[src/rtl/afpm_pkg.sv]
/*
 Pin mux constants: field codes, bit positions, reset values.
 Assumes one system clock.
*/
package afpm_pkg;
  // ----------------------------------------------------------------
  // Function field codes
  // ----------------------------------------------------------------
  localparam logic [3:0] FN_ANALOG = 4'h0;
  localparam logic [3:0] FN_OUT_PP = 4'h1;
  localparam logic [3:0] FN_IN = 4'h4;
  localparam logic [3:0] FN_ALT_PP = 4'h9;
  localparam logic [3:0] FN_ALT_OD = 4'hD;
  localparam logic [15:0] CFG_RESET = 16'h4444;
  // ----------------------------------------------------------------
  // Field positions (low bit of each 4-bit field)
  // ----------------------------------------------------------------
  localparam int F0 = 0;
  localparam int F1 = 4;
  localparam int F2 = 8;
  localparam int F3 = 12;
  // ----------------------------------------------------------------
  // Control bit positions
  // ----------------------------------------------------------------
  localparam int REMAP_CH1 = 4;
  localparam int REMAP_CH2 = 5;
  localparam int REMAP_CH3 = 6;
  localparam int REMAP_CH4 = 7;
  localparam int DBG_REG_DISABLE = 4;
  localparam int SPI_MASTER = 4;
  localparam int UART_FLOW = 5;
  localparam logic [7:0] REMAP_RESET = 8'h00;
  // ----------------------------------------------------------------
  // Serial controller modes
  // ----------------------------------------------------------------
  typedef enum logic [1:0] {
    AFPM_SC_OFF = 2'h0,
    AFPM_SC_UART = 2'h1,
    AFPM_SC_SPI = 2'h2,
    AFPM_SC_I2C = 2'h3
  } afpm_sc_mode_t;
  // Config write bus
  typedef struct packed {
    logic wr;
    logic privileged;
    logic [2:0] sel;
    logic [15:0] data;
  } afpm_cfg_wr_t;
  localparam logic [2:0] SEL_PA_LO = 3'h0;
  localparam logic [2:0] SEL_PA_HI = 3'h1;
  localparam logic [2:0] SEL_PB_LO = 3'h2;
  localparam logic [2:0] SEL_PB_HI = 3'h3;
  localparam logic [2:0] SEL_PC_HI = 3'h4;
  localparam logic [2:0] SEL_DBG = 3'h5;
  localparam logic [2:0] SEL_REMAP = 3'h6;
endpackage : afpm_pkg

[src/rtl/afpm_top.sv]
/*
 Alternate function pin mux for twelve shared pads.
 Assumes peripherals on clk_in and pads outside,
 pad enables low while the mux drives a pin.
*/
`timescale 1ns/100ps
module afpm_top #(
  parameter int STRAP_CYCLES = 4
) (
  input wire logic clk_in,
  input wire logic nrst_in,
  input wire afpm_pkg::afpm_cfg_wr_t cfg_wr_in,
  input wire logic [2:0] cfg_rd_sel_in,
  output logic [15:0] cfg_rd_data_out,
  output logic cfg_refused_out,
  input wire logic [3:0] timer2_channel_output_enables_in,
  input wire logic timer1_channel_output_enables_in,
  input wire logic [3:0] timer2_out_in,
  output logic [3:0] timer2_cap_out,
  input wire logic timer1_channel_four_in,
  output logic timer1_channel_four_cap_out,
  input wire afpm_pkg::afpm_sc_mode_t serial1_function_select_in,
  input wire afpm_pkg::afpm_sc_mode_t serial2_function_select_in,
  input wire logic [7:0] serial1_spi_config_in,
  input wire logic [7:0] serial2_spi_config_in,
  input wire logic [7:0] serial1_uart_config_in,
  input wire logic serial1_spi_clock_in,
  output logic serial1_spi_clock_out,
  output logic serial1_slave_select_out,
  input wire logic serial1_rts_in,
  output logic serial1_cts_out,
  input wire logic serial2_master_out_slave_in_in,
  input wire logic serial2_master_in_slave_out_in,
  input wire logic serial2_spi_clock_in,
  input wire logic serial2_i2c_data_in,
  input wire logic serial2_i2c_clock_in,
  output logic serial2_data_rx_out,
  output logic serial2_spi_clock_out,
  output logic serial2_slave_select_out,
  output logic serial2_i2c_data_out,
  output logic serial2_i2c_clock_out,
  input wire logic radio_tx_mode_in,
  input wire logic reg_enable_in,
  input wire logic packet_trace_frame_in,
  input wire logic packet_trace_serial_data_in,
  input wire logic trace_enable_in,
  input wire logic trace_four_wire_in,
  input wire logic cpu_trace_clock_in,
  input wire logic cpu_trace_bit_two_in,
  input wire logic cpu_trace_bit_three_in,
  input wire logic [11:0] gpio_data_in,
  input wire logic [11:0] gpio_dir_in,
  output logic [11:0] gpio_read_out,
  output logic bootloader_strap_n_out,
  output logic lowfreq_digital_clock_out,
  output logic lowfreq_crystal_a_out,
  output logic lowfreq_crystal_b_out,
  output logic analog_input_four_out,
  output logic analog_input_five_out,
  input wire logic [11:0] pad_in,
  output logic [11:0] pad_out,
  output logic [11:0] pad_oe_n_out
);
  // Pad index: 0-5 PA0-5, 6 PA7, 7-8 PB3-4, 9-11 PC5-7
  // ----------------------------------------------------------------
  // Helpers
  // ----------------------------------------------------------------
  function automatic logic [3:0] fld(input logic [15:0] r, input int pos);
    fld = r[pos +: 4];
  endfunction : fld
  function automatic logic is_alt(input logic [3:0] f);
    is_alt = (f == afpm_pkg::FN_ALT_PP) || (f == afpm_pkg::FN_ALT_OD);
  endfunction : is_alt
  function automatic logic is_ana(input logic [3:0] f);
    is_ana = (f == afpm_pkg::FN_ANALOG);
  endfunction : is_ana

  logic [15:0] pa_lo_q, pa_hi_q, pb_lo_q, pb_hi_q, pc_hi_q;
  logic [7:0] dbg_q, remap_q;
  logic [11:0] pad_s1_q, pad_s2_q;
  logic [2:0] strap_cnt_q;
  logic strap_q;
  logic [3:0] f [12];
  logic [11:0] alt_v, alt_en, alt_od, ana;
  logic [3:0] t2_at_b;

  // ----------------------------------------------------------------
  // Configuration registers
  // ----------------------------------------------------------------
  // Privileged writes only
  always_ff @(posedge clk_in or negedge nrst_in) begin
    if (!nrst_in) begin
      pa_lo_q <= afpm_pkg::CFG_RESET;
      pa_hi_q <= afpm_pkg::CFG_RESET;
      pb_lo_q <= afpm_pkg::CFG_RESET;
      pb_hi_q <= afpm_pkg::CFG_RESET;
      pc_hi_q <= afpm_pkg::CFG_RESET;
      dbg_q <= 8'h00;
      remap_q <= afpm_pkg::REMAP_RESET;
    end else if (cfg_wr_in.wr && cfg_wr_in.privileged) begin
      case (cfg_wr_in.sel)
        afpm_pkg::SEL_PA_LO: pa_lo_q <= cfg_wr_in.data;
        afpm_pkg::SEL_PA_HI: pa_hi_q <= cfg_wr_in.data;
        afpm_pkg::SEL_PB_LO: pb_lo_q <= cfg_wr_in.data;
        afpm_pkg::SEL_PB_HI: pb_hi_q <= cfg_wr_in.data;
        afpm_pkg::SEL_PC_HI: pc_hi_q <= cfg_wr_in.data;
        afpm_pkg::SEL_DBG: dbg_q <= cfg_wr_in.data[7:0];
        afpm_pkg::SEL_REMAP: remap_q <= cfg_wr_in.data[7:0];
        default: ;
      endcase
    end
  end

  // Read port, refusal flag
  always_ff @(posedge clk_in or negedge nrst_in) begin
    if (!nrst_in) begin
      cfg_rd_data_out <= 16'h0000;
      cfg_refused_out <= 1'b0;
    end else begin
      cfg_refused_out <= cfg_wr_in.wr && !cfg_wr_in.privileged;
      if (!cfg_wr_in.privileged) begin
        cfg_rd_data_out <= 16'h0000;
      end else begin
        case (cfg_rd_sel_in)
          afpm_pkg::SEL_PA_LO: cfg_rd_data_out <= pa_lo_q;
          afpm_pkg::SEL_PA_HI: cfg_rd_data_out <= pa_hi_q;
          afpm_pkg::SEL_PB_LO: cfg_rd_data_out <= pb_lo_q;
          afpm_pkg::SEL_PB_HI: cfg_rd_data_out <= pb_hi_q;
          afpm_pkg::SEL_PC_HI: cfg_rd_data_out <= pc_hi_q;
          afpm_pkg::SEL_DBG: cfg_rd_data_out <= {8'h00, dbg_q};
          // Write-only: reset value
          afpm_pkg::SEL_REMAP: cfg_rd_data_out <= {8'h00, afpm_pkg::REMAP_RESET};
          default: cfg_rd_data_out <= 16'h0000;
        endcase
      end
    end
  end

  // ----------------------------------------------------------------
  // Pin input synchronisers and boot strap
  // ----------------------------------------------------------------
  always_ff @(posedge clk_in or negedge nrst_in) begin
    if (!nrst_in) begin
      pad_s1_q <= 12'h000;
      pad_s2_q <= 12'h000;
    end else begin
      pad_s1_q <= pad_in;
      pad_s2_q <= pad_s1_q;
    end
  end

  // Strap tracked, then frozen
  always_ff @(posedge clk_in or negedge nrst_in) begin
    if (!nrst_in) begin
      strap_cnt_q <= 3'h0;
      strap_q <= 1'b1;
    end else if (strap_cnt_q != 3'(STRAP_CYCLES)) begin
      strap_cnt_q <= strap_cnt_q + 3'h1;
      strap_q <= pad_s2_q[5];
    end
  end

  // ----------------------------------------------------------------
  // Function selection per pad
  // ----------------------------------------------------------------
  always_comb begin
    f[0] = fld(pa_lo_q, afpm_pkg::F0);
    f[1] = fld(pa_lo_q, afpm_pkg::F1);
    f[2] = fld(pa_lo_q, afpm_pkg::F2);
    f[3] = fld(pa_lo_q, afpm_pkg::F3);
    f[4] = fld(pa_hi_q, afpm_pkg::F0);
    f[5] = fld(pa_hi_q, afpm_pkg::F1);
    f[6] = fld(pa_hi_q, afpm_pkg::F3);
    f[7] = fld(pb_lo_q, afpm_pkg::F3);
    f[8] = fld(pb_hi_q, afpm_pkg::F0);
    f[9] = fld(pc_hi_q, afpm_pkg::F1);
    f[10] = fld(pc_hi_q, afpm_pkg::F2);
    f[11] = fld(pc_hi_q, afpm_pkg::F3);
  end

  // Alternate sources per pad
  always_comb begin
    logic s2m, s1m;
    logic [3:0] t2a;
    s2m = serial2_spi_config_in[afpm_pkg::SPI_MASTER];
    s1m = serial1_spi_config_in[afpm_pkg::SPI_MASTER];
    t2_at_b = remap_q[afpm_pkg::REMAP_CH4:afpm_pkg::REMAP_CH1];
    t2a = timer2_channel_output_enables_in & ~t2_at_b;
    alt_v = 12'h000;
    alt_en = 12'h000;
    alt_od = 12'h000;
    // PA0: timer 2 ch1 or serial 2 data out
    if (t2a[0]) begin
      alt_v[0] = timer2_out_in[0]; alt_en[0] = 1'b1;
    end else if (serial2_function_select_in == afpm_pkg::AFPM_SC_SPI && s2m) begin
      alt_v[0] = serial2_master_out_slave_in_in; alt_en[0] = 1'b1;
    end
    // PA1: timer 2 ch3, I2C data or slave data out
    if (t2a[2]) begin
      alt_v[1] = timer2_out_in[2]; alt_en[1] = 1'b1;
    end else if (serial2_function_select_in == afpm_pkg::AFPM_SC_I2C) begin
      alt_v[1] = serial2_i2c_data_in; alt_en[1] = 1'b1; alt_od[1] = 1'b1;
    end else if (serial2_function_select_in == afpm_pkg::AFPM_SC_SPI && !s2m) begin
      alt_v[1] = serial2_master_in_slave_out_in; alt_en[1] = 1'b1;
    end
    // PA2: timer 2 ch4, I2C clock or master clock
    if (t2a[3]) begin
      alt_v[2] = timer2_out_in[3]; alt_en[2] = 1'b1;
    end else if (serial2_function_select_in == afpm_pkg::AFPM_SC_I2C) begin
      alt_v[2] = serial2_i2c_clock_in; alt_en[2] = 1'b1; alt_od[2] = 1'b1;
    end else if (serial2_function_select_in == afpm_pkg::AFPM_SC_SPI && s2m) begin
      alt_v[2] = serial2_spi_clock_in; alt_en[2] = 1'b1;
    end
    // PA3: timer 2 ch2 or core trace clock
    if (t2a[1]) begin
      alt_v[3] = timer2_out_in[1]; alt_en[3] = 1'b1;
    end else if (trace_enable_in) begin
      alt_v[3] = cpu_trace_clock_in; alt_en[3] = 1'b1;
    end
    // PA4/PA5: packet trace or four-wire core trace
    if (!trace_enable_in) begin
      alt_v[4] = packet_trace_frame_in; alt_en[4] = 1'b1;
      alt_v[5] = packet_trace_serial_data_in; alt_en[5] = 1'b1;
    end else if (trace_four_wire_in) begin
      alt_v[4] = cpu_trace_bit_two_in; alt_en[4] = 1'b1;
      alt_v[5] = cpu_trace_bit_three_in; alt_en[5] = 1'b1;
    end
    // PA7: timer 1 ch4 once regulator enable released
    alt_v[6] = timer1_channel_four_in;
    alt_en[6] = timer1_channel_output_enables_in;
    // PB3: remapped timer 2 ch3 or serial 1 master clock
    if (t2_at_b[2] && timer2_channel_output_enables_in[2]) begin
      alt_v[7] = timer2_out_in[2]; alt_en[7] = 1'b1;
    end else if (serial1_function_select_in == afpm_pkg::AFPM_SC_SPI && s1m) begin
      alt_v[7] = serial1_spi_clock_in; alt_en[7] = 1'b1;
    end
    // PB4: remapped timer 2 ch4 or UART request-to-send
    if (t2_at_b[3] && timer2_channel_output_enables_in[3]) begin
      alt_v[8] = timer2_out_in[3]; alt_en[8] = 1'b1;
    end else if (serial1_function_select_in == afpm_pkg::AFPM_SC_UART
                 && serial1_uart_config_in[afpm_pkg::UART_FLOW]) begin
      alt_v[8] = serial1_rts_in; alt_en[8] = 1'b1;
    end
    // PC5/PC6: transmit indicator, true and inverted
    alt_v[9] = radio_tx_mode_in; alt_en[9] = 1'b1;
    alt_v[10] = !radio_tx_mode_in; alt_en[10] = 1'b1;
    for (int i = 0; i < 12; i++) begin
      ana[i] = is_ana(f[i]);
    end
    ana[0] = 1'b0; ana[1] = 1'b0; ana[2] = 1'b0; ana[3] = 1'b0; // No analog on PA0-3
    ana[6] = 1'b0; ana[7] = 1'b0; ana[8] = 1'b0; ana[9] = 1'b0;
  end

  // ----------------------------------------------------------------
  // Pad drivers
  // ----------------------------------------------------------------
  always_ff @(posedge clk_in or negedge nrst_in) begin
    if (!nrst_in) begin
      pad_out <= 12'h000;
      pad_oe_n_out <= 12'hFFF;
    end else begin
      for (int i = 0; i < 12; i++) begin
        if (ana[i]) begin
          pad_out[i] <= 1'b0;
          pad_oe_n_out[i] <= 1'b1;
        end else if (is_alt(f[i]) && alt_en[i]) begin
          pad_out[i] <= (alt_od[i] || f[i] == afpm_pkg::FN_ALT_OD) ? 1'b0 : alt_v[i];
          pad_oe_n_out[i] <= (alt_od[i] || f[i] == afpm_pkg::FN_ALT_OD)
                             ? alt_v[i] : 1'b0;
        end else if (is_alt(f[i])) begin
          pad_out[i] <= 1'b0;
          pad_oe_n_out[i] <= 1'b1;
        end else begin
          pad_out[i] <= gpio_data_in[i];
          pad_oe_n_out[i] <= !gpio_dir_in[i];
        end
      end
      // Regulator enable owns PA7 until debug bit
      if (!dbg_q[afpm_pkg::DBG_REG_DISABLE]) begin
        pad_out[6] <= 1'b0;
        pad_oe_n_out[6] <= reg_enable_in;
      end
    end
  end

  // ----------------------------------------------------------------
  // Inputs towards peripherals
  // ----------------------------------------------------------------
  always_ff @(posedge clk_in or negedge nrst_in) begin
    if (!nrst_in) begin
      gpio_read_out <= 12'h000;
      timer2_cap_out <= 4'h0;
      timer1_channel_four_cap_out <= 1'b0;
      serial1_spi_clock_out <= 1'b0;
      serial1_slave_select_out <= 1'b1;
      serial1_cts_out <= 1'b0;
      serial2_data_rx_out <= 1'b0;
      serial2_spi_clock_out <= 1'b0;
      serial2_slave_select_out <= 1'b1;
      serial2_i2c_data_out <= 1'b1;
      serial2_i2c_clock_out <= 1'b1;
      bootloader_strap_n_out <= 1'b1;
      lowfreq_digital_clock_out <= 1'b0;
      lowfreq_crystal_a_out <= 1'b0;
      lowfreq_crystal_b_out <= 1'b0;
      analog_input_four_out <= 1'b0;
      analog_input_five_out <= 1'b0;
    end else begin
      gpio_read_out <= pad_s2_q & ~ana;
      timer2_cap_out[0] <= pad_s2_q[0];
      timer2_cap_out[1] <= pad_s2_q[3];
      timer2_cap_out[2] <= t2_at_b[2] ? pad_s2_q[7] : pad_s2_q[1];
      timer2_cap_out[3] <= t2_at_b[3] ? pad_s2_q[8] : pad_s2_q[2];
      timer1_channel_four_cap_out <= pad_s2_q[6];
      serial1_spi_clock_out <= pad_s2_q[7];
      serial1_slave_select_out <= pad_s2_q[8];
      serial1_cts_out <= serial1_uart_config_in[afpm_pkg::UART_FLOW] && pad_s2_q[7];
      // Master reads PA1, slave PA0
      serial2_data_rx_out <= serial2_spi_config_in[afpm_pkg::SPI_MASTER]
                             ? pad_s2_q[1] : pad_s2_q[0];
      serial2_spi_clock_out <= pad_s2_q[2];
      serial2_slave_select_out <= pad_s2_q[3];
      serial2_i2c_data_out <= pad_s2_q[1];
      serial2_i2c_clock_out <= pad_s2_q[2];
      bootloader_strap_n_out <= strap_q;
      lowfreq_digital_clock_out <= !ana[11] && pad_s2_q[11];
      lowfreq_crystal_a_out <= ana[11];
      lowfreq_crystal_b_out <= ana[10];
      analog_input_four_out <= ana[4];
      analog_input_five_out <= ana[5];
    end
  end
endmodule : afpm_top

[config.mk]
export PLATFORM = sky130hd
export DESIGN_NAME = afpm_top
export DESIGN_NICKNAME = d
export VERILOG_FILES = /design/src/rtl/afpm_pkg.sv /design/src/rtl/afpm_top.sv
export SDC_FILE = /design/constraint.sdc
export NUM_CORES = 1
export LEC_CHECK = 0
export BUFFER_PORTS_ARGS = -buffer_cell sky130_fd_sc_hd__clkbuf_2
export CAP_MARGIN = 15
export CORE_MARGIN = 8
export CORE_UTILIZATION = 35
export CTS_BUF_LIST = sky130_fd_sc_hd__clkbuf_8
export DETAILED_ROUTE_END_ITERATION = 12
export MAX_ROUTING_LAYER = met4
export PLACE_DENSITY_LB_ADDON = 0.15
export SLEW_MARGIN = 5
export SYNTH_ARGS = -nofsm -noshare
export SYNTH_HDL_FRONTEND = slang
export SYNTH_SLANG_ARGS = --single-unit
[constraint.sdc]
create_clock -name clk_in -period 2.56 [get_ports clk_in]
set_input_delay 0.256 -clock clk_in [delete_from_list [all_inputs] [get_ports clk_in]]
set_output_delay 0.256 -clock clk_in [all_outputs]
set_load 0.03 [all_outputs]
; ---- Yosys cells after proc, flatten, opt, wreduce, memory -nomap -nowiden
; Index checks and enable logic that the tools add are counted.
[op_classes]
bitwise = 4
n_mux = 113
n_eq_ne = 40
addsub = 1
reduce_logical = 62
[op_table]
columns = cell, count
row1 = 2-to-1 mux 1 bit, 107
row2 = "equality test 4 bit, second input constant", 24
row3 = case mux 16 bit (6 select lines), 1
row4 = logical AND 1 bit, 19
row5 = zero test 1 bit, 16
row6 = zero test 4 bit, 4
row7 = 2-to-1 mux 16 bit, 1
row8 = "equality test 3 bit, second input constant", 5
row9 = logical OR 1 bit, 14
row10 = AND reduction 2 bit, 7
row11 = bitwise AND 12 bit, 1
row12 = "equality test 3 x 2 -> 1 bit, second input constant", 4
row13 = NOT 12 bit, 1
row14 = 2-to-1 mux 2 bit, 4
row15 = "equality test 2 bit, second input constant", 3
row16 = "equality test 3 x 1 -> 1 bit, second input constant", 2
row17 = zero test 3 bit, 2
row18 = bitwise AND 4 bit, 1
row19 = NOT 4 bit, 1
row20 = "adder 3 x 1 -> 3 bit, second input constant", 1
row21 = "inequality test 3 bit, second input constant", 1
row22 = "equality test 2 x 1 -> 1 bit, second input constant", 1
[totals]
regBits = 196
output_inout_bits = 72
elab_cells = 252
input_bits = 116

; ---- Longest topological paths before layout
; Gate-level depths: netlist of run 1.
[depth]
word_depth = 7
depth_mapped = 6
depth_no_buf = 5

; ---- Worst setup path after synthesis of run 1
; No wires, ideal clock.
[synth_timing]
path_type = in2reg
startpoint = in cfg_wr_in[18] (netlist name)
endpoint = reg pa_lo_q[1]
cell_stages = 5
setup_slack_ns = 1.019
setup_ns = 0.125
path_buffers = 3
t_arrival_ns = 1.416
t_required_ns = 2.435
cell_sequence = buf_6 > or4_1 > buf_6 > buf_12 > mux2_4
[synth_between]
elab_chain_len = 2
[synth_lines]
columns = element, line
row1 = "start, declared", afpm_top.sv:12  ; input wire afpm_pkg::afpm_cfg_wr_t cfg_wr_in,
row2 = zero test 3 bit, afpm_top.sv:101  ; case (cfg_wr_in.sel)
row3 = AND reduction 2 bit (no line), --
row4 = "end signal, assigned", afpm_top.sv:93  ; pa_lo_q <= afpm_pkg::CFG_RESET;
row5 = "end signal, assigned", afpm_top.sv:102  ; afpm_pkg::SEL_PA_LO: pa_lo_q <= cfg_wr_in.data;
row6 = "end, declared", afpm_top.sv:78  ; logic [15:0] pa_lo_q, pa_hi_q, pb_lo_q, pb_hi_q, pc_hi_q;
; Every way passes these cells.
; A chain may end at the register's enable or synchronous reset.

; ---- Worst setup path in the final report of run 1
[layout_timing]
startpoint = reg pad_oe_n_out[0]
endpoint = out pad_oe_n_out[0]
[layout_lines]
columns = element, line
row1 = "start, declared", afpm_top.sv:62  ; output logic [11:0] pad_oe_n_out
row2 = "start signal, assigned by index", afpm_top.sv:268  ; pad_oe_n_out[i] <= (alt_od[i] || f[i] == afpm_pkg::FN_ALT_OD)
row3 = "start signal, assigned by index", afpm_top.sv:275  ; pad_oe_n_out[i] <= !gpio_dir_in[i];
; No word-level cell between the ends.

==> impl_table.tex, run 1 <==
\begin{tabular}{lr}
\hline
Metric & Value \\
\hline
\multicolumn{2}{l}{\textbf{Yosys}} \\
\quad Mapped cell area & 7850 um\^{}2 \\
\quad Number of library cell types mapped by synthesis & 53 \\
\quad Leading cell types by total area after synthesis & dfrtp\_1 (47\%), mux2\_2 (14\%), dfstp\_2 (13\%) \\
\quad Syn Nets & between 700 and 800 \\
\quad Sequential share of the synthesized area & 0.599 \\
\quad Fraction of synthesized cell area taken by the top area cell type & 0.472 \\
\quad Async set-reset flop share out of synthesis & 1.00 \\
\quad Post-synth top flop & dfrtp\_1 \\
\quad Number of synthesized flops with an enable pin & 0 \\
\quad Post-synth top area cell & dfrtp\_1 \\
\quad Mean cell area of the mapped netlist & around 13 um\^{}2 \\
\quad \#FFs+latches synth & 186 \\
\quad Number of warnings reported in the yosys synthesis log & 0 \\
\quad Synthesized instance count & 591 \\
\multicolumn{2}{l}{\textbf{Clocking}} \\
\quad Post-CTS Setup Repair Bufs & 0 \\
\quad Clock latency on the worst-skew pair & 460 ps \\
\quad Clock-pin slew on the worst setup and hold paths & around 100 ps \\
\quad Clock tree from TritonCTS & done \\
\quad Clock sink total & 186 \\
\quad CTS Buffer Depth & 2 \\
\quad Clock root buffer & clkbuf\_8 \\
\quad Number of clock buffers inserted by TritonCTS & 17 \\
\quad H-tree level count & 4 \\
\multicolumn{2}{l}{\textbf{Timing}} \\
\quad Total Neg Setup Slack & 0 ps \\
\quad Part of the cycle the worst path needs & 0.565 \\
\quad Number of failing hold endpoints at the final stage & 0 \\
\quad Total of endpoints with negative setup slack in the final report & 0 \\
\quad Setup repair after global routing missed its margin & false \\
\quad Relative slew margins & 0.562 \\
\quad Time the worst path needs with I/O delays and setup & 1450 ps \\
\quad Setup slack after layout & 1110 ps \\
\quad Transition time of the tightest slew-check pin & 657 ps \\
\quad Highest attainable clock frequency & 0.692 GHz \\
\quad Clock skew after layout & 17.3 ps \\
\quad Number of max-slew violations in the final report & 0 \\
\multicolumn{2}{l}{\textbf{Die}} \\
\quad Num ports & 188 \\
\quad Initial cell density of the core & 0.351 \\
\quad Die outline width & 166 um \\
\quad Die Ht & approximately 170 um \\
\quad Die area & between 20000 and 30000 um\^{}2 \\
\quad Area of the core & 22400 um\^{}2 \\
\quad Number of core rows & 55 \\
\multicolumn{2}{l}{\textbf{Final layout}} \\
\quad Commonest non-fill, non-tap cells in the layout & clkbuf\_2 (165), dfrtp\_1 (148), mux2\_2 (101) \\
\quad Layout cell share with drive strength beyond 1 & 0.462 \\
\quad Core utilization of the finished layout & 0.435 \\
\quad Most frequent standard cell in the layout excluding fill and tap cells & clkbuf\_2 \\
\quad Total number of nets in the final design & roughly 910 \\
\quad Non-filler cells in the finished layout & 1093 \\
\quad Synth-to-Final Area Change & 24.0\% \\
\multicolumn{2}{l}{\textbf{Power}} \\
\quad Relative contribution of the clock network to total power & 0.282 \\
\quad Power density relative to cell area & slightly below 800 nW/um\^{}2 \\
\quad Part of the total power dissipated in combinational logic & 0.206 \\
\quad Switching power & 2.24 mW \\
\quad Share of total power consumed by net switching & 0.297 \\
\quad Lkg Pwr & between 4 and 5 nW \\
\quad Sequential power share & 0.512 \\
\quad Internal Power & 5.30 mW \\
\quad Post-layout total power & about 7.5 mW \\
\quad IR Drop Worst-Case VDD & about 0.00033 V \\
\multicolumn{2}{l}{\textbf{Drt}} \\
\quad Remaining antenna violation count after routing & 0 \\
\quad DRC violation total after the first TritonRoute iteration & slightly above 300 \\
\quad DR DRC count & 0 \\
\quad Final WL & roughly 20000 um \\
\quad Routed wire length per instance & 18.3 um \\
\quad Count of vias placed by the detailed router & approximately 5400 \\
\quad Drt first pass iters & 6 \\
\quad Via density & 4.92 \\
\multicolumn{2}{l}{\textbf{Setup path}} \\
\quad CP endpoint kind & primary output \\
\quad Biggest cell delay along the critical path & 530 ps \\
\quad Cell with the largest stage delay on the worst path & dfstp\_2 \\
\quad Top Family by Delay on Critical Path & flip-flops \\
\quad Worst-path cell chain & clkbuf\_2 \\
\quad Required time of the worst setup path & 2300 ps \\
\quad Critical path class & register to primary output \\
\quad CP arrival & 1190 ps \\
\quad Maximum fanout encountered on the critical timing path & 1 \\
\quad Worst reg-to-reg setup slack & approximately 1200 ps \\
\quad Type of origin of the critical path & register \\
\quad Buffers and inverters on the worst path & 1 \\
\multicolumn{2}{l}{\textbf{Global route}} \\
\quad Via count of the first global-routing pass & 5802 \\
\quad Pin count of the biggest net entering global routing & 76 \\
\quad Total grt overflow & 0 \\
\quad First-pass GRT wire length & 32600 um \\
\quad Initial antenna violation count & 1 \\
\quad Total global routing track utilization & 0.155 \\
\multicolumn{2}{l}{\textbf{Placed design}} \\
\quad Post-placement worst setup slack & approximately 730 ps \\
\quad Total placed cells including tap cells & 1034 \\
\quad Port-buffer cells & 166 \\
\quad HPWL after detailed placement & 14600 um \\
\quad Last weighted congestion value of the routability-driven placer & 0.822 \\
\multicolumn{2}{l}{\textbf{Worst hold path}} \\
\quad Type of the most critical hold path & input pin to register \\
\multicolumn{2}{l}{\textbf{Run status}} \\
\quad Result of the run & finished clean \\
\multicolumn{2}{l}{\textbf{Job}} \\
\quad Reported max-cap violation count & 0 \\
\hline
\end{tabular}
-- power groups by stage --
stage,Sequential [mW],Clock [mW],Combinational [mW]
floorplan,4.08,0,0.790
global placement,3.89,0,1.51
detailed placement,3.92,0,1.55
CTS,3.86,2.21,1.59
global route,3.94,2.33,1.71
finish,3.86,2.13,1.56
-- synth_stat cells (6+ instances only) --
library cell  count
o21a_1            8
mux2i_1          23
nor2b_1          12
buf_4             8
mux2_4           10
a211oi_1          6
clkbuf_1          7
mux2_2          101
dfrtp_1         148
a21oi_1          27
dfstp_2          38
nor3_1            6
nand3_1           6
nor2_1           20
o21ai_0          24
nand2b_1          7
nand3b_1         21
nand2_1          44
inv_1            12
-- layout make-up --
type	count	area, um^2
tap	285	357
timing repair buffer	210	1270
sequential	186	4700
inverter	12	45.0
clock buffer	17	234
fill	2087	12600
clock inverter	15	198
multi-input combinational	367	2930
antenna	1	2.50
-- state kept, by name (all words and copies together) (netlist names), 16 cells and up --
signal,count
cfg_rd_data_out,16
pc_hi_q,16
pb_hi_q,16
pa_lo_q,16
pa_hi_q,16
pb_lo_q,16
-- worst min-delay path: cells and delay by family --
kind,cells,cell delay [ps]
buffers and inverters,1,90
AOI/OAI and AO/OA,1,60
and+or+nand+nor,1,60
-- cell families after synthesis --
logic type | Yosys count | share of synthesized area
AOI/OAI and AO/OA | 90 | 0.0717
and+or+nand+nor | 138 | 0.0977
buffers and inverters | 38 | 0.0285
adders and majority gates | 2 | 0.00319
muxes | 136 | 0.199
xor gates and xnor gates | 1 | 0.00112
DFF | 186 | 0.599
-- path summary, 6_finish.rpt --
| path | start | endpoint | cells past startpoint |
|---|---|---|---|
| max | pad_oe_n_out[0] | pad_oe_n_out[0] | 1 |
| min | gpio_data_in[10] | pad_out[10] | 3 |
| max reg2reg | pa_hi_q[3] | cfg_rd_data_out[3] | 3 |
| min reg2reg | pad_s1_q[7] | pad_s2_q[7] | 0 |
| max in group asynchronous | nrst_in | pc_hi_q[10] | 3 |
| min in group asynchronous | nrst_in | gpio_read_out[8] | 2 |
-- metrics by stage --
stage | hold WS, ps | instance area (um^2)
finish | 38.6 | 9740
global placement | 322 | 9040
global route | 2.79 | 9740
floorplan | -39.6 | 7850
CTS | 1.55 | 9730
detailed placement | 336 | 9040
-- metal layers --
| layer | up-vias | part of all wire | GRT usage |
|---|---|---|---|
| li1 | 2514 | - | - |
| met1 | 2686 | 0.46 | 0.198 |
| met2 | 164 | 0.46 | 0.236 |
| met3 | 17 | 0.062 | 0.0452 |
| met4 | 0 | 0.012 | 0.0443 |
| met5 | - | 0 | - |
-- what timing repair did --
action                                 4_1_cts  5_1_grt
hold buffers                                26        0
endpoints found under the hold margin       79        0
resized for setup                            0        0
No activity file was read; power rests on OpenSTA's default activity.
==> run 2: changes to the inputs <==
==> constraint.sdc (replaced) <==
create_clock -name clk_in -period 1.4 [get_ports clk_in]
set_input_delay 0.14 -clock clk_in [delete_from_list [all_inputs] [get_ports clk_in]]
set_output_delay 0.14 -clock clk_in [all_outputs]
set_load 0.03 [all_outputs]
==> run 2 against run 1 <==
Against the previous run: via count is 1.9% higher; sequential power is 82% higher; final cell count is 3.9% higher; clock skew is 2.5 ps lower; first-iteration DRC count is 14% lower; largest power group unchanged.
==> impl_table.tex, run 2 (synthesis results as in run 1) <==
\begin{tabular}{lr}
\hline
Metric & Value \\
\hline
\multicolumn{2}{l}{\textbf{Global route}} \\
\quad Total grt overflow & 0 (unchanged) \\
\quad Initial antenna violation count & 0 (-1) \\
\quad First-pass GRT wire length & 33300 um (+2.2\%) \\
\quad Via count of the first global-routing pass & 5884 (+1.4\%) \\
\quad Total global routing track utilization & 0.157 (+0.00205) \\
\quad Pin count of the biggest net entering global routing & 46 (-39\%) \\
\multicolumn{2}{l}{\textbf{Clocking}} \\
\quad Post-CTS Setup Repair Bufs & 0 (unchanged) \\
\quad Clock-pin slew on the worst setup and hold paths & 90 ps (about the same) \\
\quad Post-CTS Hold Buffers & 53 (+100\%) \\
\quad Number of clock buffers inserted by TritonCTS & 17 (unchanged) \\
\quad Clock sink total & 186 (unchanged) \\
\quad CTS Buffer Depth & 2 (unchanged) \\
\quad \# resized after CTS & 0 (unchanged) \\
\quad Clock tree from TritonCTS & done \\
\quad H-tree level count & 4 (unchanged) \\
\quad Clock root buffer & clkbuf\_8 \\
\quad Clock latency on the worst-skew pair & 450 ps (about the same) \\
\multicolumn{2}{l}{\textbf{Setup path}} \\
\quad Biggest cell delay along the critical path & 540 ps (about the same) \\
\quad Depth of the worst register-to-register path & 3 (unchanged) \\
\quad Critical path class & register to primary output \\
\quad Worst-path cell chain & clkbuf\_2 \\
\quad Type of origin of the critical path & register \\
\quad Buffers and inverters on the worst path & 1 (unchanged) \\
\quad Maximum fanout encountered on the critical timing path & 1 (unchanged) \\
\quad CP arrival & 1190 ps (about the same) \\
\quad Launch point of the worst reg-to-reg path & pa\_hi\_q[4] \\
\quad Top Family by Delay on Critical Path & flip-flops \\
\quad CP endpoint kind & primary output \\
\quad RR Endpoint & cfg\_rd\_data\_out[4] \\
\quad Required time of the worst setup path & 1260 ps (-1040 ps) \\
\quad Cell with the largest stage delay on the worst path & dfstp\_2 \\
\quad Worst reg-to-reg setup slack & 110 ps (-1130 ps) \\
\multicolumn{2}{l}{\textbf{Die}} \\
\quad Die outline width & 166 um (unchanged) \\
\quad Initial cell density of the core & 0.351 (unchanged) \\
\quad Die Ht & 166 um (unchanged) \\
\quad Number of core rows & 55 (unchanged) \\
\quad Area of the core & 22400 um\^{}2 (unchanged) \\
\quad Num ports & 188 (unchanged) \\
\quad Die area & 27500 um\^{}2 (unchanged) \\
\multicolumn{2}{l}{\textbf{Final layout}} \\
\quad Commonest non-fill, non-tap cells in the layout & clkbuf\_2 (165), dfrtp\_1 (148), mux2\_2 (101) \\
\quad Most frequent standard cell in the layout excluding fill and tap cells & clkbuf\_2 \\
\quad Final instance area & 10100 um\^{}2 (+4.1\%) \\
\quad Total number of nets in the final design & 957 (+4.9\%) \\
\quad Layout cell share with drive strength beyond 1 & 0.461 (-0.00157) \\
\quad Non-filler cells in the finished layout & 1136 (+3.9\%) \\
\quad Synth-to-Final Area Change & 29.1\% \\
\quad Count of inserted antenna diode cells & 0 (-1) \\
\multicolumn{2}{l}{\textbf{Worst hold path}} \\
\quad Sink of the worst hold path & cfg\_refused\_out \\
\quad Type of the most critical hold path & input pin to register \\
\quad Hold Crit Start & cfg\_wr\_in[20] \\
\quad Worst hold stages & 3 (unchanged) \\
\multicolumn{2}{l}{\textbf{Job}} \\
\quad Reported max-cap violation count & 0 (unchanged) \\
\multicolumn{2}{l}{\textbf{Drt}} \\
\quad Routed wire length per instance & 18.0 um (-1.5\%) \\
\quad Drt first pass iters & 4 (-2) \\
\quad Via density & 4.83 (-1.9\%) \\
\quad Final WL & 20500 um (+2.4\%) \\
\quad Count of vias placed by the detailed router & 5485 (+1.9\%) \\
\quad DRC violation total after the first TritonRoute iteration & 269 (-14\%) \\
\quad Remaining antenna violation count after routing & 0 (unchanged) \\
\quad DR DRC count & 0 (unchanged) \\
\multicolumn{2}{l}{\textbf{Timing}} \\
\quad Part of the cycle the worst path needs & 0.951 \\
\quad Total Neg Setup Slack & 0 ps (unchanged) \\
\quad Highest attainable clock frequency & 0.751 GHz \\
\quad Setup repair after global routing missed its margin & false \\
\quad Relative slew margins & 0.674 (+0.112) \\
\quad Time the worst path needs with I/O delays and setup & around 1300 ps \\
\quad Clock skew after layout & 14.8 ps (-2.47 ps) \\
\quad Transition time of the tightest slew-check pin & 488 ps (-168 ps) \\
\quad Number of failing hold endpoints at the final stage & 0 (unchanged) \\
\quad Number of max-slew violations in the final report & 0 (unchanged) \\
\quad Total of endpoints with negative setup slack in the final report & 0 (unchanged) \\
\multicolumn{2}{l}{\textbf{Power}} \\
\quad Lkg Pwr & 4.67 nW (+4.1\%) \\
\quad Power density relative to cell area & 1320 nW/um\^{}2 (+70\%) \\
\quad IR Drop Worst-Case VDD & 0.000539 V (+62\%) \\
\multicolumn{2}{l}{\textbf{Placed design}} \\
\quad Port-buffer cells & 166 (unchanged) \\
\quad Total placed cells including tap cells & 1052 (+1.7\%) \\
\quad HPWL after detailed placement & 15200 um (+4.6\%) \\
\quad Last weighted congestion value of the routability-driven placer & 0.818 (-0.46\%) \\
\quad Post-Place Cell Area & 9260 um\^{}2 (+2.4\%) \\
\multicolumn{2}{l}{\textbf{Run status}} \\
\quad Result of the run & finished clean \\
\hline
\end{tabular}
run 2: cell count changes in the layout (fill, tap and decap cells not counted), sizes merged:
cell,delta
clkinv,+1
diode,-1
clkbuf,+2
bufinv,-4
dlygate4sd3,+27
buf,+18
run 2: metal layers:
metal,share of wire,track usage,wire length (um),vias up
met5,0,-,0,-
met1,0.48,0.203,9780,2719
met2,0.47,0.242,9570,155
met3,0.047,0.0428,957,10
met4,0.0088,0.0387,181,0
li1,-,-,-,2601
run 2: metrics by stage:
stage	total power [mW]	hold slack (ps)	utilization	setup WS (ps)
4_1_cts	13.6	4.77	0.453	16.2
3_3_place_gp	9.98	76.9	0.414	-31.4
5_1_grt	14.1	31.8	0.453	0.913
2_1_floorplan	8.91	-156	-	-11.1
3_5_place_dp	10.1	77.9	0.414	-67.9
6_report	13.3	53.0	0.453	68.3
run 2: report_power, final:
group | switching, mW | internal (mW) | leakage (nW)
combinational | 1.60 | 1.44 | 2.27
sequential | 0.623 | 6.42 | 2.22
clock | 1.93 | 1.33 | 0.178
run 2: layout make-up:
type	count	area, um^2
clock buffer	19	262
clock inverter	12	91.3
fill	2035	12200
inverter	12	45.0
multi-input combinational	367	2930
sequential	186	4700
tap	285	357
timing repair buffer	255	1750
run 2: how the worst max path moves through the flow:
stage                           startpoint          endpoint  slack (ps)  cells after the start
after floorplan              cfg_wr_in[18]        pa_lo_q[1]         -10                      5
after global placement       cfg_wr_in[17]        pa_lo_q[9]         -30                      3
after detailed placement     cfg_wr_in[17]        pa_lo_q[4]         -70                      3
after CTS                  pad_oe_n_out[5]   pad_oe_n_out[5]          20                      1
after global routing      pad_oe_n_out[10]  pad_oe_n_out[10]         0.9                      1
final                      pad_oe_n_out[5]   pad_oe_n_out[5]          70                      1
==> run 3: changes to the inputs <==
==> constraint.sdc (replaced) <==
create_clock -name clk_in -period 1.3 [get_ports clk_in]
set_input_delay 0.13 -clock clk_in [delete_from_list [all_inputs] [get_ports clk_in]]
set_output_delay 0.13 -clock clk_in [all_outputs]
set_load 0.03 [all_outputs]
==> run 3 against run 2 <==
Against the previous run: critical path depth did not move; power is 15% higher; die area unchanged; critical endpoint is now serial2_i2c_data_out; largest power group unchanged; highest routed layer unchanged.
==> impl_table.tex, run 3 (synthesis results as in run 1) <==
\begin{tabular}{lr}
\hline
Metric & Value \\
\hline
\multicolumn{2}{l}{\textbf{Setup path}} \\
\quad Critical path class & register to primary output \\
\quad CP endpoint kind & primary output \\
\quad CP arrival & 1140 ps (-50 ps) \\
\quad Top Family by Delay on Critical Path & flip-flops \\
\quad Buffers and inverters on the worst path & 1 (unchanged) \\
\quad Biggest cell delay along the critical path & 560 ps (+20 ps) \\
\quad Type of origin of the critical path & register \\
\quad Cell with the largest stage delay on the worst path & dfstp\_2 \\
\quad Worst-path cell chain & buf\_8 \\
\quad Required time of the worst setup path & 1170 ps (-90 ps) \\
\quad Maximum fanout encountered on the critical timing path & 1 (unchanged) \\
\multicolumn{2}{l}{\textbf{Power}} \\
\quad Part of the total power dissipated in combinational logic & 0.230 (+0.003) \\
\quad Internal Power & 10.8 mW (+17\%) \\
\quad Lkg Pwr & 4.80 nW (+3.0\%) \\
\quad IR Drop Worst-Case VDD & 0.000553 V (+2.7\%) \\
\quad Sequential power share & 0.496 (-0.032) \\
\quad Switching power & 4.56 mW (+9.7\%) \\
\quad Relative contribution of the clock network to total power & 0.274 (+0.029) \\
\quad Share of total power consumed by net switching & 0.297 (-0.0140) \\
\quad Power density relative to cell area & 1460 nW/um\^{}2 (+11\%) \\
\multicolumn{2}{l}{\textbf{Die}} \\
\quad Die outline width & 166 um (unchanged) \\
\quad Num ports & 188 (unchanged) \\
\quad Die area & 27500 um\^{}2 (unchanged) \\
\quad Initial cell density of the core & 0.351 (unchanged) \\
\quad Area of the core & 22400 um\^{}2 (unchanged) \\
\quad Number of core rows & 55 (unchanged) \\
\quad Die Ht & 166 um (unchanged) \\
\multicolumn{2}{l}{\textbf{Job}} \\
\quad Reported max-cap violation count & 0 (unchanged) \\
\multicolumn{2}{l}{\textbf{Clocking}} \\
\quad CTS Buffer Depth & 2 (unchanged) \\
\quad Clock tree from TritonCTS & done \\
\quad Clock root buffer & clkbuf\_8 \\
\quad Clock-pin slew on the worst setup and hold paths & 100 ps (about the same) \\
\quad Post-CTS Setup Repair Bufs & 0 (unchanged) \\
\quad H-tree level count & 4 (unchanged) \\
\quad Number of clock buffers inserted by TritonCTS & 17 (unchanged) \\
\quad Clock latency on the worst-skew pair & 450 ps (about the same) \\
\quad Clock sink total & 186 (unchanged) \\
\multicolumn{2}{l}{\textbf{Worst hold path}} \\
\quad Type of the most critical hold path & input pin to register \\
\multicolumn{2}{l}{\textbf{Global route}} \\
\quad Pin count of the biggest net entering global routing & 50 (+8.7\%) \\
\quad Total grt overflow & 0 (unchanged) \\
\quad First-pass GRT wire length & 33400 um (+0.23\%) \\
\quad Total global routing track utilization & 0.158 (+0.000753) \\
\quad Initial antenna violation count & 1 (+1) \\
\quad Via count of the first global-routing pass & 5977 (+1.6\%) \\
\multicolumn{2}{l}{\textbf{Drt}} \\
\quad Drt first pass iters & 7 (+3) \\
\quad Remaining antenna violation count after routing & 0 (unchanged) \\
\quad Count of vias placed by the detailed router & 5539 (+0.98\%) \\
\quad DR DRC count & 0 (unchanged) \\
\quad Via density & 4.83 (+0.10\%) \\
\quad DRC violation total after the first TritonRoute iteration & 310 (+15\%) \\
\quad Final WL & 20600 um (+0.41\%) \\
\quad Routed wire length per instance & 17.9 um (-0.47\%) \\
\multicolumn{2}{l}{\textbf{Timing}} \\
\quad Number of failing hold endpoints at the final stage & 0 (unchanged) \\
\quad Number of max-slew violations in the final report & 0 (unchanged) \\
\quad Setup repair after global routing missed its margin & true \\
\quad Clock skew after layout & 14.8 ps (-0.0324 ps) \\
\quad Part of the cycle the worst path needs & 0.976 \\
\quad Total of endpoints with negative setup slack in the final report & 0 (unchanged) \\
\quad Time the worst path needs with I/O delays and setup & approximately 1300 ps \\
\quad Highest attainable clock frequency & 0.789 GHz \\
\quad Total Neg Setup Slack & 0 ps (unchanged) \\
\quad Transition time of the tightest slew-check pin & 502 ps (+14.0 ps) \\
\quad Relative slew margins & 0.665 (-0.00935) \\
\multicolumn{2}{l}{\textbf{Placed design}} \\
\quad Post-Place Cell Area & 9300 um\^{}2 (+0.51\%) \\
\quad HPWL after detailed placement & 15100 um (-0.78\%) \\
\quad Last weighted congestion value of the routability-driven placer & 0.833 (+1.8\%) \\
\quad Port-buffer cells & 166 (unchanged) \\
\multicolumn{2}{l}{\textbf{Final layout}} \\
\quad Core utilization of the finished layout & 0.468 (+0.0145) \\
\quad Synth-to-Final Area Change & 33.3\% \\
\quad Final instance area & 10500 um\^{}2 (+3.2\%) \\
\quad Most frequent standard cell in the layout excluding fill and tap cells & clkbuf\_2 \\
\quad Reg area & 4700 um\^{}2 (about the same) \\
\quad Total of fill cells in the finished design & 2025 (-0.49\%) \\
\quad Total number of nets in the final design & 965 (+0.84\%) \\
\quad Footprint of the multi-input gates & 2950 um\^{}2 (+0.60\%) \\
\quad Commonest non-fill, non-tap cells in the layout & clkbuf\_2 (148), dfrtp\_1 (147), mux2\_2 (101) \\
\quad Layout cell share with drive strength beyond 1 & 0.473 (+0.0126) \\
\multicolumn{2}{l}{\textbf{Run status}} \\
\quad Result of the run & finished clean \\
\hline
\end{tabular}
-- run 3: changes by cell type in the layout (fill, tap and decap cells not counted), moves of 2 or more --
| cell | before | now |
|---|---|---|
| a211oi_2 | 0 | 2 |
| a211oi_1 | 6 | 4 |
| clkbuf_2 | 165 | 148 |
| bufinv_16 | 0 | 3 |
| clkinv_2 | 2 | 0 |
| clkinv_4 | 2 | 4 |
| buf_4 | 27 | 36 |
| buf_8 | 0 | 17 |
| clkinvlp_4 | 3 | 1 |
-- run 3: layer usage --
metal  up-vias  GRT usage  share of wire
li1       2621          -              -
met1      2759      0.202           0.47
met2       151      0.243           0.47
met3         8     0.0383          0.048
met4         0     0.0494         0.0088
met5         -          -              0
-- run 3: final cells by class --
class | instances | share of cell area
diodes | 1 | 0.000239
clock buffers | 20 | 0.0263
clock inverters | 12 | 0.0155
inverters | 12 | 0.00430
multi-input cells | 367 | 0.282
flip-flops and latches | 186 | 0.449
well taps | 285 | 0.0341
repair buffers | 263 | 0.188
-- run 3: power by group through the flow --
| stage | Clock (mW) | Combinational [mW] | Sequential, mW |
|---|---|---|---|
| floorplan | 0 | 1.56 | 8.04 |
| global placement | 0 | 3.20 | 7.63 |
| detailed placement | 0 | 3.26 | 7.68 |
| CTS | 4.36 | 3.52 | 7.58 |
| global route | 4.62 | 3.83 | 7.74 |
| finish | 4.21 | 3.52 | 7.60 |
-- run 3: what timing repair did --
action | in CTS | in global routing
gates resized for setup | 35 | 22
endpoints found under the hold margin | 246 | 0
hold buffers | 53 | 0
setup endpoints to repair | 18 | 23
pin swaps | 0 | 2
-- run 3: metrics by stage --
step,total power [mW],instances,hold slack (ps),setup WS [ps]
6_report,15.3,1146,40.1,31.8
5_1_grt,16.2,1146,18.7,-25.5
4_1_cts,15.5,1145,5.18,-21.2
3_5_place_dp,10.9,1060,56.6,-133
3_3_place_gp,10.8,1060,49.2,-115
2_1_floorplan,9.59,591,-166,-101
-- run 3: final timing paths --
| path | start | endpoint | slack [ps] | depth (start not counted) |
|---|---|---|---|---|
| min in group asynchronous | nrst_in | pad_s2_q[7] | 160 | 2 |
| max | serial2_i2c_data_out | serial2_i2c_data_out | 30 | 1 |
| max reg2reg | pa_hi_q[4] | cfg_rd_data_out[4] | 50 | 3 |
| max in group asynchronous | nrst_in | pb_hi_q[10] | 510 | 3 |
| min | cfg_wr_in[2] | dbg_q[2] | 40 | 2 |
| min reg2reg | pad_s1_q[7] | pad_s2_q[7] | 350 | 0 |
